## src/logic/vads_pkg.sv

```systemverilog
// package: constants, types and carriers of the vertical axis sequencer
`default_nettype none
package vads_pkg;

   // clock and time base
   localparam int unsigned CLK_PERIOD_NS = 100;
   localparam int unsigned MS_NS = 1_000_000;
   localparam int unsigned MS_CYCLES = MS_NS / CLK_PERIOD_NS;

   // ceiling of the hardware enable drop delay, in ms (167)
   localparam logic [15:0] HW_DELAY_MAX_MS = 16'h00A7;

   // disable action selects that run a controlled stop first
   localparam logic [1:0] DIS_ACT_CS_THEN_OFF = 2'h2;
   localparam logic [1:0] DIS_ACT_CS_THEN_DB = 2'h3;

   // input function code that requests a controlled stop (13)
   localparam logic [3:0] IN_FUNC_CSTOP = 4'hD;
   localparam int unsigned NUM_DIN = 4;

   // settings as they stand after reset of the surrounding config store
   localparam logic BRAKE_NOW_RST = 1'b0;
   localparam logic [7:0] HW_DELAY_RST = 8'h00;

   // one-hot sequencer states
   typedef enum logic [4:0] {
      ST_OFF = 5'b0_0001,
      ST_RUN = 5'b0_0010,
      ST_CSTOP = 5'b0_0100,
      ST_BDELAY = 5'b0_1000,
      ST_HWDLY = 5'b1_0000
   } vads_state_t;

   // cause of the most recent disable
   typedef enum logic [2:0] {
      CAUSE_NONE = 3'h0,
      CAUSE_HW = 3'h1,
      CAUSE_SW = 3'h2,
      CAUSE_STO = 3'h3,
      CAUSE_FAULT = 3'h4,
      CAUSE_DIN = 3'h5
   } vads_cause_t;

   // static configuration carrier
   typedef struct packed {
      logic [1:0] disable_action_select;
      logic brake_on_disable_now;
      logic [7:0] hw_enable_drop_delay;
      logic [7:0] brake_delay;
      logic [15:0] disable_timeout;
      logic [15:0] stop_speed_threshold;
   } vads_cfg_t;

   // disable sources carrier
   typedef struct packed {
      logic hw_enable;
      logic sw_enable;
      logic safe_torque_off;
      logic fault;
      logic fault_cstop;
   } vads_src_t;

endpackage
`default_nettype wire

```

## src/logic/vads_sequencer.sv

```systemverilog
// vertical axis disable sequencer: power stage and holding brake order
`timescale 1ns/100ps
`default_nettype none

module vads_sequencer
   import vads_pkg::*;
#(
   parameter int unsigned MS_CYC = MS_CYCLES
) (
   input wire logic ref_clk_i,
   input wire logic rst_n_i,
   input wire vads_cfg_t cfg_i,
   input wire vads_src_t src_i,
   input wire logic [NUM_DIN-1:0] din_i,
   input wire logic [4*NUM_DIN-1:0] input_function_select_i,
   input wire logic [15:0] speed_i,
   output logic power_stage_en_o,
   output logic brake_engage_o,
   output logic zero_vel_cmd_o,
   output logic seq_busy_o,
   output logic [2:0] last_cause_o
);

   // clamp the drop delay to its ceiling
   // a setting above the ceiling is cut, never wrapped or ignored
   function automatic logic [15:0] clamp_hw(input logic [7:0] d);
      logic [15:0] w;
      w = {8'h00, d};
      if (w > HW_DELAY_MAX_MS) begin
         w = HW_DELAY_MAX_MS;
      end
      return w;
   endfunction

   // true when any active input carries the stop function
   // inputs set to any other function never start a stop
   function automatic logic din_stop(
      input logic [NUM_DIN-1:0] din,
      input logic [4*NUM_DIN-1:0] sel
   );
      logic hit;
      hit = 1'b0;
      for (int i = 0; i < NUM_DIN; i++) begin
         if (din[i] && (sel[4*i +: 4] == IN_FUNC_CSTOP)) begin
            hit = 1'b1;
         end
      end
      return hit;
   endfunction

   // last prescaler count inside one millisecond
   localparam logic [15:0] PRE_LAST = 16'(MS_CYC - 1);

   // sequencer state, latched cause and the shared millisecond timer
   vads_state_t state_reg;
   vads_state_t state_next;
   vads_cause_t cause_reg;
   vads_cause_t cause_next;
   logic [15:0] pre_reg;
   logic [15:0] tmr_reg;
   logic load;
   logic [15:0] load_val;
   logic ms_tick;
   logic tdone;
   logic hard_cut;
   logic hw_lost;
   logic hw_hold;
   logic [15:0] hw_tgt;
   logic cs_req;
   logic sw_cs;
   logic all_ok;
   logic slow;
   logic brake_next;

   // cause decoding
   assign hard_cut = src_i.safe_torque_off | src_i.fault;
   assign hw_lost = ~src_i.hw_enable;
   assign cs_req = src_i.fault_cstop |
      din_stop(din_i, input_function_select_i);
   assign sw_cs = (cfg_i.disable_action_select == DIS_ACT_CS_THEN_OFF) |
      (cfg_i.disable_action_select == DIS_ACT_CS_THEN_DB);
   assign all_ok = ~hard_cut & ~hw_lost & ~cs_req & src_i.sw_enable;

   // drop delay target, zero means feature off
   assign hw_tgt = clamp_hw(cfg_i.hw_enable_drop_delay);
   assign hw_hold = (hw_tgt != 16'h0000);

   // stop is finished once the load runs below threshold
   assign slow = (speed_i < cfg_i.stop_speed_threshold);

   // one tick per millisecond; the timer parks at zero once run out
   assign ms_tick = (pre_reg == PRE_LAST);
   assign tdone = (tmr_reg == 16'h0000);

   // next state; torque off and faults always preempt other paths
   // the cause is latched only on leaving run, so the first cause wins
   always_comb begin
      state_next = state_reg;
      cause_next = cause_reg;
      load = 1'b0;
      load_val = 16'h0000;
      unique case (state_reg)
         ST_OFF: begin
            // restart only once every source is healthy again
            if (all_ok) begin
               state_next = ST_RUN;
            end
         end
         ST_RUN: begin
            // torque off outranks a fault when both arrive together
            if (hard_cut) begin
               state_next = ST_OFF;
               cause_next = src_i.safe_torque_off ? CAUSE_STO
                  : CAUSE_FAULT;
            end else if (hw_lost) begin
               cause_next = CAUSE_HW;
               // brake now, power kept for the clamped delay
               if (hw_hold) begin
                  state_next = ST_HWDLY;
                  load = 1'b1;
                  load_val = hw_tgt;
               end else begin
                  state_next = ST_OFF;
               end
            end else if (cs_req) begin
               state_next = ST_CSTOP;
               // a stop asked by a fault records the fault as cause
               cause_next = src_i.fault_cstop ? CAUSE_FAULT : CAUSE_DIN;
               load = 1'b1;
               load_val = cfg_i.disable_timeout;
            end else if (!src_i.sw_enable) begin
               cause_next = CAUSE_SW;
               // select 0 or 1 skips the stop and goes to brake delay
               load = 1'b1;
               if (sw_cs) begin
                  state_next = ST_CSTOP;
                  load_val = cfg_i.disable_timeout;
               end else begin
                  state_next = ST_BDELAY;
                  load_val = {8'h00, cfg_i.brake_delay};
               end
            end
         end
         ST_CSTOP: begin
            // a hard cut or enable loss overrides the running stop
            if (hard_cut) begin
               state_next = ST_OFF;
            end else if (hw_lost) begin
               if (hw_hold) begin
                  state_next = ST_HWDLY;
                  load = 1'b1;
                  load_val = hw_tgt;
               end else begin
                  state_next = ST_OFF;
               end
            end else if (slow || tdone) begin
               state_next = ST_BDELAY;
               load = 1'b1;
               load_val = {8'h00, cfg_i.brake_delay};
            end
         end
         ST_BDELAY: begin
            // power held so the load cannot sag before the brake bites
            if (hard_cut) begin
               state_next = ST_OFF;
            end else if (hw_lost) begin
               if (hw_hold) begin
                  state_next = ST_HWDLY;
                  load = 1'b1;
                  load_val = hw_tgt;
               end else begin
                  state_next = ST_OFF;
               end
            end else if (tdone) begin
               state_next = ST_OFF;
            end
         end
         ST_HWDLY: begin
            // a returning enable is ignored; the hold runs out unless a hard cut ends it first
            if (hard_cut || tdone) begin
               state_next = ST_OFF;
            end
         end
      endcase
   end

   // state register
   always_ff @(posedge ref_clk_i or negedge rst_n_i) begin
      if (!rst_n_i) begin
         state_reg <= ST_OFF;
      end else begin
         state_reg <= state_next;
      end
   end

   // disable cause, held until the next disable
   always_ff @(posedge ref_clk_i or negedge rst_n_i) begin
      if (!rst_n_i) begin
         cause_reg <= CAUSE_NONE;
      end else begin
         cause_reg <= cause_next;
      end
   end

   // millisecond prescaler, restarted on each load so a delay is never
   // short by a partial millisecond
   always_ff @(posedge ref_clk_i or negedge rst_n_i) begin
      if (!rst_n_i) begin
         pre_reg <= 16'h0000;
      end else if (load || ms_tick) begin
         pre_reg <= 16'h0000;
      end else begin
         pre_reg <= pre_reg + 16'h0001;
      end
   end

   // remaining milliseconds of the running delay or stop timeout
   // one counter serves all three delays since only one runs at a time
   always_ff @(posedge ref_clk_i or negedge rst_n_i) begin
      if (!rst_n_i) begin
         tmr_reg <= 16'h0000;
      end else if (load) begin
         tmr_reg <= load_val;
      end else if (ms_tick && !tdone) begin
         tmr_reg <= tmr_reg - 16'h0001;
      end
   end

   // brake: released only while running; during a controlled stop it
   // waits for the stop end unless the brake-now setting is on
   always_comb begin
      brake_next = 1'b1;
      unique case (state_next)
         ST_OFF: brake_next = 1'b1;
         ST_RUN: brake_next = 1'b0;
         ST_CSTOP: brake_next = cfg_i.brake_on_disable_now;
         ST_BDELAY: brake_next = 1'b1;
         ST_HWDLY: brake_next = 1'b1;
      endcase
   end

   // power stage enable, decoded from the next state so that it moves
   // at the same edge as the state and adds no cycle of latency
   always_ff @(posedge ref_clk_i or negedge rst_n_i) begin
      if (!rst_n_i) begin
         power_stage_en_o <= 1'b0;
      end else begin
         power_stage_en_o <= (state_next != ST_OFF);
      end
   end

   // brake command; engaged out of reset so a vertical load never drops
   always_ff @(posedge ref_clk_i or negedge rst_n_i) begin
      if (!rst_n_i) begin
         brake_engage_o <= 1'b1;
      end else begin
         brake_engage_o <= brake_next;
      end
   end

   // zero velocity demand while stopping or holding on drop delay
   always_ff @(posedge ref_clk_i or negedge rst_n_i) begin
      if (!rst_n_i) begin
         zero_vel_cmd_o <= 1'b0;
      end else begin
         zero_vel_cmd_o <= (state_next == ST_CSTOP) ||
            (state_next == ST_HWDLY);
      end
   end

   // busy for every sequence step between run and off
   always_ff @(posedge ref_clk_i or negedge rst_n_i) begin
      if (!rst_n_i) begin
         seq_busy_o <= 1'b0;
      end else begin
         seq_busy_o <= (state_next == ST_CSTOP) ||
            (state_next == ST_BDELAY) ||
            (state_next == ST_HWDLY);
      end
   end

   // cause output, registered from the next cause so it matches the cause register in every cycle
   always_ff @(posedge ref_clk_i or negedge rst_n_i) begin
      if (!rst_n_i) begin
         last_cause_o <= 3'h0;
      end else begin
         last_cause_o <= cause_next;
      end
   end

endmodule
`default_nettype wire

```

## config.mk

```make
export PLATFORM = sky130hd
export DESIGN_NAME = vads_sequencer
export DESIGN_NICKNAME = d
export VERILOG_FILES = /design/src/logic/vads_pkg.sv /design/src/logic/vads_sequencer.sv
export SDC_FILE = /design/constraint.sdc
export NUM_CORES = 1
export LEC_CHECK = 0
export BUFFER_PORTS_ARGS = -buffer_cell sky130_fd_sc_hd__buf_4
export CORE_MARGIN = 3
export CORE_UTILIZATION = 30
export DETAILED_ROUTE_END_ITERATION = 12
export PLACE_DENSITY_LB_ADDON = 0.05
export SLEW_MARGIN = 20
export SYNTH_ARGS = -nofsm -noshare
export SYNTH_HDL_FRONTEND = slang
export SYNTH_SLANG_ARGS = --single-unit
```

## constraint.sdc

```tcl
create_clock -name ref_clk_i -period 2.85 [get_ports ref_clk_i]
set_input_delay 0.1425 -clock ref_clk_i [delete_from_list [all_inputs] [get_ports ref_clk_i]]
set_output_delay 0.1425 -clock ref_clk_i [all_outputs]
set_load 0.05 [all_outputs]
```

== After elaboration in Yosys (flattened, before gate mapping) ==
Index checks and enable logic that the tools add are counted.
W data, S select, Z words.
Storage, ports and cells
  bits in registers: 44
  bits of input ports: 94
  output and inout port bits: 7
  word-level logic and storage cells: 109
Cells by class
  add/sub/neg operators: 2
  order comparisons: 2
  eq/ne operators: 19
  muxes and demuxes: 53
  bitwise logic cells: 8
  reductions and logical operators: 17
Operator list (count)
  $mux W16: 8
  $mux W5: 13
  $mux W8: 7
  $pmux W16 S3: 1
  $pmux W5 S5: 1
  $add A16 B1 Y16 const B: 1
  $eq A16 B14 Y1 const B: 1
  $eq A4 B4 Y1 const B: 4
  $logic_not A16 Y1: 1
  $lt A16 B16 Y1: 1
  $reduce_bool A16 Y1: 1
  $sub A16 B1 Y16 const B: 1
  $mux W1: 15
  $mux W3: 5
  $eq A5 B1 Y1 const B: 2
  $eq A5 B2 Y1 const B: 2
  $eq A5 B3 Y1 const B: 2
  $eq A5 B4 Y1 const B: 2
  $eq A5 B5 Y1 const B: 2
  $gt A8 B8 Y1 const B: 1
  $logic_or A1 B1 Y1: 6
  $pmux W1 S3: 2
  $logic_and A1 B1 Y1: 5
  $ne A5 B1 Y1 const B: 1
  10 further kinds: 16

== Logic depth before layout (Yosys ltp) ==
Gate-level depths: netlist of run 1.
  depth in word-level cells: 15
  mapped depth: 11
  depth with buffers taken out: 9

== Worst setup path before layout of run 1 ==
Ideal clock, no wire load.
  kind: input-to-reg
  start: in cfg_i[15] (netlist name)
  end: reg power_stage_en_o
  setup time: 131 ps
  data arrival time: 2297 ps
  data required time: 2719 ps
  slack: 421 ps
  stages: 9
  buffers on the path: 0
  cells stage by stage: inv_1 > ha_1 > nand4_1 > or4_1 > o32a_1 > a21oi_4 > o211ai_2 > or2_0 > or3_1
On the way
  cells in the longest elaborated chain, start to end: 7
Ends and longest elaborated chain
  start: declaration: RTL line vads_sequencer.sv:12  | input wire vads_cfg_t cfg_i,
  $lt A16 B16 Y1: RTL line vads_sequencer.sv:89  | assign slow = (speed_i < cfg_i.stop_speed_threshold);
  $logic_or A1 B1 Y1: RTL line vads_sequencer.sv:156  | end else if (slow || tdone) begin
  $mux W5: RTL line vads_sequencer.sv:156
  $mux W5: RTL line vads_sequencer.sv:148  | end else if (hw_lost) begin
  $mux W5: RTL line vads_sequencer.sv:146  | if (hard_cut) begin
  $pmux W5 S5: RTL line vads_sequencer.sv:102  | unique case (state_reg)
  via state_next[3]: RTL line vads_sequencer.sv:56  | vads_state_t state_next;
  $ne A5 B1 Y1: RTL line vads_sequencer.sv:248  | power_stage_en_o <= (state_next != ST_OFF);
  end signal: assignment: RTL line vads_sequencer.sv:248
  end: declaration: RTL line vads_sequencer.sv:17  | output logic power_stage_en_o,
The timed path passes the listed nets, and every way through them passes these cells.
A chain may end at the register's enable or synchronous reset.

== Worst setup path in the final report of run 1 ==
  start: reg tmr_reg[0]
  end: reg power_stage_en_o
On the way
  cells in the longest elaborated chain, start to end: 7
  elaborated cells on any way between the ends: 12
  classes of those cells: 1 x eq/ne; 8 x mux; 3 x reduce/logical
Ends and longest elaborated chain
  start: declaration: RTL line vads_sequencer.sv:60  | logic [15:0] tmr_reg;
  start signal: assignment: RTL line vads_sequencer.sv:223  | tmr_reg <= load_val;
  start signal: assignment: RTL line vads_sequencer.sv:225  | tmr_reg <= tmr_reg - 16'h0001;
  $logic_not A16 Y1 *: RTL line vads_sequencer.sv:93  | assign tdone = (tmr_reg == 16'h0000);
  $logic_or A1 B1 Y1: RTL line vads_sequencer.sv:156
  $mux W5: RTL line vads_sequencer.sv:156
  $mux W5: RTL line vads_sequencer.sv:148
  $mux W5: RTL line vads_sequencer.sv:146
  $pmux W5 S5 *: RTL line vads_sequencer.sv:102
  via state_next[3]: RTL line vads_sequencer.sv:56
  $ne A5 B1 Y1 *: RTL line vads_sequencer.sv:248
The timed path passes the listed nets; every way through them passes the cells marked *.

==> results of run 1 <==
-- synth_stat cells, types with 4 or more instances --
cell | count | area share (%)
o21ai_0 | 19 | 2.8
nand2_1 | 44 | 4.8
and3_1 | 11 | 2.0
o22ai_1 | 5 | 0.91
xnor2_1 | 11 | 2.8
nand2b_1 | 5 | 0.91
nor3_1 | 7 | 1.0
and2_1 | 5 | 0.91
xor2_1 | 15 | 3.8
nand4_1 | 6 | 1.1
ha_1 | 17 | 6.2
nor2_1 | 48 | 5.2
nand3_1 | 15 | 2.2
a21oi_1 | 15 | 2.2
clkbuf_1 | 10 | 1.1
dfrtp_1 | 42 | 30
o21a_1 | 5 | 1.1
nor2b_1 | 7 | 1.3
o211ai_1 | 4 | 0.87
inv_1 | 24 | 2.6
a31oi_1 | 4 | 0.73
nor4_1 | 10 | 1.8
-- report_power, final --
group	total, mW	switching [mW]	internal (mW)
Combinational	0.899	0.480	0.419
Sequential	1.05	0.205	0.845
Clock	0.706	0.266	0.440
Total	2.66	0.951	1.70
-- worst paths after layout --
kind                                         from                          end  slack (ns)  depth (start not counted)
max in group asynchronous                 rst_n_i       tmr_reg[9]$_DFFE_PN0P_        2.02                          2
max                        tmr_reg[0]$_DFFE_PN0P_   power_stage_en_o$_DFF_PN0_        0.21                          9
min in group asynchronous                 rst_n_i  last_cause_o[2]$_DFFE_PN0P_        0.39                          2
max reg2reg                tmr_reg[0]$_DFFE_PN0P_   power_stage_en_o$_DFF_PN0_        0.21                          9
min                                     cfg_i[25]       tmr_reg[9]$_DFFE_PN0P_        0.05                          3
min reg2reg                  pre_reg[0]$_DFF_PN0_         pre_reg[0]$_DFF_PN0_        0.47                          1
-- stage by stage --
stage / total power [mW] / utilization, % / hold WS, ns / cell area [µm²]
after floorplan: 1.63 / - / -0.153 / 3450
after global placement: 1.95 / 39.4 / 0.208 / 4340
after detailed placement: 1.96 / 39.4 / 0.215 / 4340
after CTS: 2.68 / 41.1 / 0.0534 / 4530
after global routing: 2.84 / 41.1 / 0.0784 / 4530
final: 2.66 / 41.1 / 0.0524 / 4530
-- metal layers --
layer | global-route usage (%) | up-vias | routed length, µm | share of wire, %
met1 | 22.8 | 1573 | 5090 | 48
met5 | 0 | - | 0 | 0
met3 | 2.67 | 5 | 574 | 5.4
met4 | 2.88 | 0 | 78 | 0.74
li1 | - | 1716 | - | -
met2 | 26.7 | 84 | 4840 | 46
-- tightest hold or removal path: stages --
cell	delay [ns]
buf_4	0.07
nand2_1	0.03
o21ai_0	0.06
-- cell type report --
cell class                      instances  area, µm²
Tap cell                              140        175
Clock buffer                            6        139
Sequential cell                        44       1100
Clock inverter                          2       38.8
Timing Repair Buffer                  107        806
Fill cell                            1141       6500
Inverter                               25       93.8
Multi-Input combinational cell        332       2170
-- kinds of logic after synthesis --
kind of cell             after synthesis
adder cells (fa/ha/maj)               17
multiplexers                           2
XOR/XNOR                              26
AO/OA/AOI/OAI                        100
flip-flops                            44
AND/OR/NAND/NOR                      187
buffers and inverters                 40
==> impl_metrics.csv, run 1 <==
group,metric,value,unit
status,outcome,"finished clean",
setup_path,critPathBufInv,1,
sta,slew_viol_final,0,
setup_path,crit_slowest_cell,"and4b_1",
sta,worst_slew_pin_slew,1.01,ns
synthesis,async_reset_ff_share,100,%
setup_path,start_kind,"flop",
synthesis,syn_area_per_cell,8.29,µm²
grt,grt_overflow_total,0,
floorplanning,rows,38,
placed_design,gp_congestion,0.851,
synthesis,synth_xor_xnor_area_share,6.61,%
setup_path,crit_fanout,4,
finish,diodes,0,
sta,final_hold_viol_count,0,
synthesis,synth_ff_type,"dfrtp_1",
synthesis,synthCells,416,
grt,grt_pass1_vias,3320,
sta,setup_violations,0,
finish,final_common_cell,"buf_4",
routing,routedWlPerCell,16.1,µm
power_and_ir_drop,ir_drop,0.385,mV
synthesis,synth_fa_ha_area_share,6.17,%
sta,fin_crit_sh,92.6,%
job,drv_cap,0,
synthesis,synth_cell_types,77,
clock_network,post_cts_buffers,0,
floorplanning,initial_utilization,31.3,%
setup_path,worst_ep_required_time,3.01,ns
grt,grtUsageTotal,16.3,%
synthesis,synth_compound_area_share,21.8,%
min_path,holdCritPathClass,"in -> reg",
clock_network,cts.sinks,44,
clock_network,cts-buffers-inserted,5,
power_and_ir_drop,power.density,586,nW/µm²
routing,ant_nets,0,
setup_path,worstPathArrival,2.80,ns
synthesis,syn_nets,527,
synthesis,syn-cell-area,3450,µm²
routing,wirelength,10.6,mm
sta,clock.fmax,379,MHz
clock_network,cts_tree,"yes",
grt,grt_pass1_wl,16.9,mm
clock_network,htreeDepth,2,
finish,area_growth_syn_to_layout,31.4,%
routing,drc,0,
placed_design,post-place-ws,0.0903,ns
synthesis,synthMuxAreaShare,0.617,%
finish,final_nets,626,
floorplanning,core_area,11000,µm²
synthesis,yosys.area_share.simple,27.9,%
setup_path,path_cells,"inv_1, ha_1, nor3b_1, and4b_1, nor3_1, a41oi_1, o211ai_2, or2_0, or3_1",
placed_design,dpl.hpwl,8.25,mm
synthesis,synth_seq_area_share,32.0,%
synthesis,ys_warn_count,0,
routing,drtIter0Drc,185,
setup_path,cp-end-kind,"flop",
synthesis,synth-seq-cells,44,
clock_network,clockRootBuffer,"clkbuf_16",
synthesis,synth_top_family_by_area,"simple AND/OR/NAND/NOR gates",
sta,final.setup.tns,0,ns
floorplanning,fp.dieArea,12800,µm²
sta,finClkSkew,0.00992,ns
routing,dr.pass1.iters,6,
sta,rsz0062_at_grt,"no",
floorplanning,die_h,113,µm
setup_path,path_delay_family,"simple AND/OR/NAND/NOR gates",
finish,final_cells,656,
clock_network,insertion_delay,0.29,ns
clock_network,cts_resized,0,
clock_network,cts.clk_slew.worst_paths,0.07,ns
finish,mostFrequentLayoutCells,"buf_4 (106), nor2_1 (48), nand2_1 (44)",
grt,grt_max_degree,45,
sta,period_needed,2.64,ns
grt,antenna_found_initial,0,
setup_path,cp_slowest_stage_delay,0.46,ns
sta,slew_headroom,32.0,%
setup_path,worstSetupPathType,"reg -> reg",
placed_design,dp_cells,647,
clock_network,hold_buffers,1,
sta,setup_ws,0.211,ns
routing,num_vias,3378,
finish,drive_gt1_share,26.0,%
synthesis,synth_edf_count,0,
routing,avgViaCountPerCell,5.15,
clock_network,clock_path_buffers,2,
floorplanning,io_pins,101,
power_and_ir_drop,leakage,2.04,nW
placed_design,port_buffers,99,
floorplanning,die_w,113,µm
Power figures use the tool's default switching activity.
==> inputs of run 2 (changes only) <==
--- a/config.mk
+++ b/config.mk
@@ -9,6 +9,7 @@
 export CORE_MARGIN = 3
 export CORE_UTILIZATION = 30
 export DETAILED_ROUTE_END_ITERATION = 12
+export GPL_TIMING_DRIVEN = 0
 export PLACE_DENSITY_LB_ADDON = 0.05
 export SLEW_MARGIN = 20
 export SYNTH_ARGS = -nofsm -noshare
==> run 2 against run 1 <==
  * Combinational power is 0.6% higher
  * Flip-flop and latch count stayed put
  * First-iteration DRC count is 34% higher
==> impl_metrics.csv, run 2 (synthesis gave the netlist of run 1 again) <==
group,metric,value,unit
status,outcome,"finished clean",
clock_network,htreeDepth,2,
finish,final_cells,662,
placed_design,post-place-ws,-0.189,ns
min_path,min_to,"tmr_reg[13]$_DFFE_PN0P_",
sta,final_hold_viol_count,0,
routing,ant_nets,0,
placed_design,gp_congestion,0.865,
sta,clock.fmax,376,MHz
power_and_ir_drop,combPwrFrac,35.7,%
finish,drive_gt1_share,25.7,%
setup_path,crit_fanout,10,
floorplanning,rows,38,
clock_network,cts-buffers-inserted,5,
power_and_ir_drop,power,2.53,mW
floorplanning,core_area,11000,µm²
routing,routedWlPerCell,16.6,µm
setup_path,worstPathArrival,2.83,ns
setup_path,reg2regPathDepth,8,
routing,avgViaCountPerCell,5.24,
grt,grtUsageTotal,16.9,%
power_and_ir_drop,leakage,2.02,nW
grt,grt_overflow_total,0,
min_path,hold_start,"cfg_i[29]",
grt,grt_pass1_vias,3452,
power_and_ir_drop,switching_power,954,µW
placed_design,dpl.hpwl,8.54,mm
setup_path,reg2reg_to,"tmr_reg[2]$_DFFE_PN0P_",
sta,setup_violations,0,
grt,grt_pass1_wl,17.5,mm
sta,slew_headroom,46.0,%
power_and_ir_drop,power_frac_seq,41.4,%
finish,diodes,0,
sta,setup_ws,0.193,ns
floorplanning,die_h,113,µm
sta,period_needed,2.66,ns
placed_design,port_buffers,98,
job,drv_cap,0,
grt,antenna_found_initial,0,
clock_network,clock_path_buffers,2,
finish,final_nets,633,
clock_network,clockRootBuffer,"clkbuf_16",
floorplanning,io_pins,101,
placed_design,dp_cells,654,
min_path,hold_depth,3,
clock_network,cts_tree,"yes",
power_and_ir_drop,swShare,37.7,%
clock_network,insertion_delay,0.29,ns
clock_network,cts.sinks,44,
sta,fin_crit_sh,93.2,%
setup_path,worstSetupPathType,"reg -> reg",
power_and_ir_drop,p_int,1.58,mW
floorplanning,die_w,113,µm
setup_path,cp-end-kind,"flop",
power_and_ir_drop,ir_drop,0.379,mV
sta,worst_slew_pin_slew,0.806,ns
finish,final_common_cell,"buf_4",
power_and_ir_drop,power.density,558,nW/µm²
setup_path,start_kind,"flop",
placed_design,place_area,4360,µm²
setup_path,worst_ep_required_time,3.02,ns
power_and_ir_drop,power_frac_clock,22.9,%
routing,wirelength,11.0,mm
sta,whs,0.0467,ns
grt,grt_max_degree,45,
routing,drc,0,
min_path,holdCritPathClass,"in -> reg",
sta,finClkSkew,0.00961,ns
routing,num_vias,3467,
setup_path,r2r-start,"tmr_reg[11]$_DFFE_PN0P_",
floorplanning,initial_utilization,31.3,%
routing,drtIter0Drc,248,
floorplanning,fp.dieArea,12800,µm²
finish,area_growth_syn_to_layout,31.6,%
sta,rsz0062_at_grt,"no",
clock_network,post_cts_buffers,0,
finish,mostFrequentLayoutCells,"buf_4 (98), nor2_1 (48), nand2_1 (44)",
setup_path,r2r_setup_slack,0.19,ns
routing,dr.pass1.iters,5,
sta,slew_viol_final,0,
clock_network,cts.clk_slew.worst_paths,0.07,ns
finish,fin_area,4540,µm²
[run 2: cell types whose count changed in the layout (fill, tap and decap cells not counted), moves of 2 or more]
| cell | before | now |
|---|---|---|
| buf_2 | 0 | 3 |
| buf_4 | 106 | 98 |
| buf_6 | 0 | 2 |
| clkbuf_1 | 0 | 9 |
[run 2: worst max-delay path: stages (launching register included)]
cell and delay, ns:
dfrtp_1 0.41, or4_4 0.55, nand4b_1 0.40, nand2_1 0.19, a21oi_2 0.07, o21ai_4 0.29
buf_2 0.27, nor2_1 0.09, a221o_1 0.26
[run 2: per-stage QoR]
step                      TNS, ns  util, %
final                           0     41.1
after global routing            0     41.1
after floorplan                 0        -
after CTS                       0     40.9
after detailed placement   -0.378     39.5
after global placement     -0.278     39.5
[run 2: area by class of cell]
cell class	instances	area [µm²]
Clock inverter	2	12.5
Sequential cell	44	1100
Inverter	25	93.8
Buffer	15	76.3
Multi-Input combinational cell	332	2200
Tap cell	140	175
Clock buffer	5	125
Fill cell	1176	6490
Timing Repair Buffer	99	746
[run 2: timing repair]
item | in CTS | in global routing
setup endpoints to repair | 3 | 28
pin swaps | 0 | 1
hold endpoints to repair | 42 | 0
gates resized for setup | 1 | 6
hold buffers | 1 | 0
[run 2: power by group through the flow]
stage          Combinational [mW]  Sequential (mW)  Clock (mW)
3_3_place_gp                0.893             1.05           0
4_1_cts                     0.908             1.04       0.593
3_5_place_dp                0.904             1.05           0
6_report                    0.904             1.05       0.579
5_1_grt                      1.01             1.08       0.616
2_1_floorplan               0.501             1.13           0
[run 2: layer usage]
metal  GRT usage [%]  share of wire (%)
met4            3.04               0.48
met2            27.5                 46
met5               0                  0
met3            2.94                6.0
met1            23.8                 47
[run 2: how the worst max path moves through the flow]
stage	from	endpoint	slack [ns]
finish	tmr_reg[11]$_DFFE_PN0P_	tmr_reg[2]$_DFFE_PN0P_	0.19
floorplan	cfg_i[15]	power_stage_en_o$_DFF_PN0_	0.42
detailed placement	state_reg[3]$_DFF_PN0_	seq_busy_o$_DFF_PN0_	-0.19
global route	tmr_reg[11]$_DFFE_PN0P_	tmr_reg[2]$_DFFE_PN0P_	0.03
global placement	state_reg[3]$_DFF_PN0_	seq_busy_o$_DFF_PN0_	-0.15
CTS	tmr_reg[0]$_DFFE_PN0P_	tmr_reg[9]$_DFFE_PN0P_	0.05
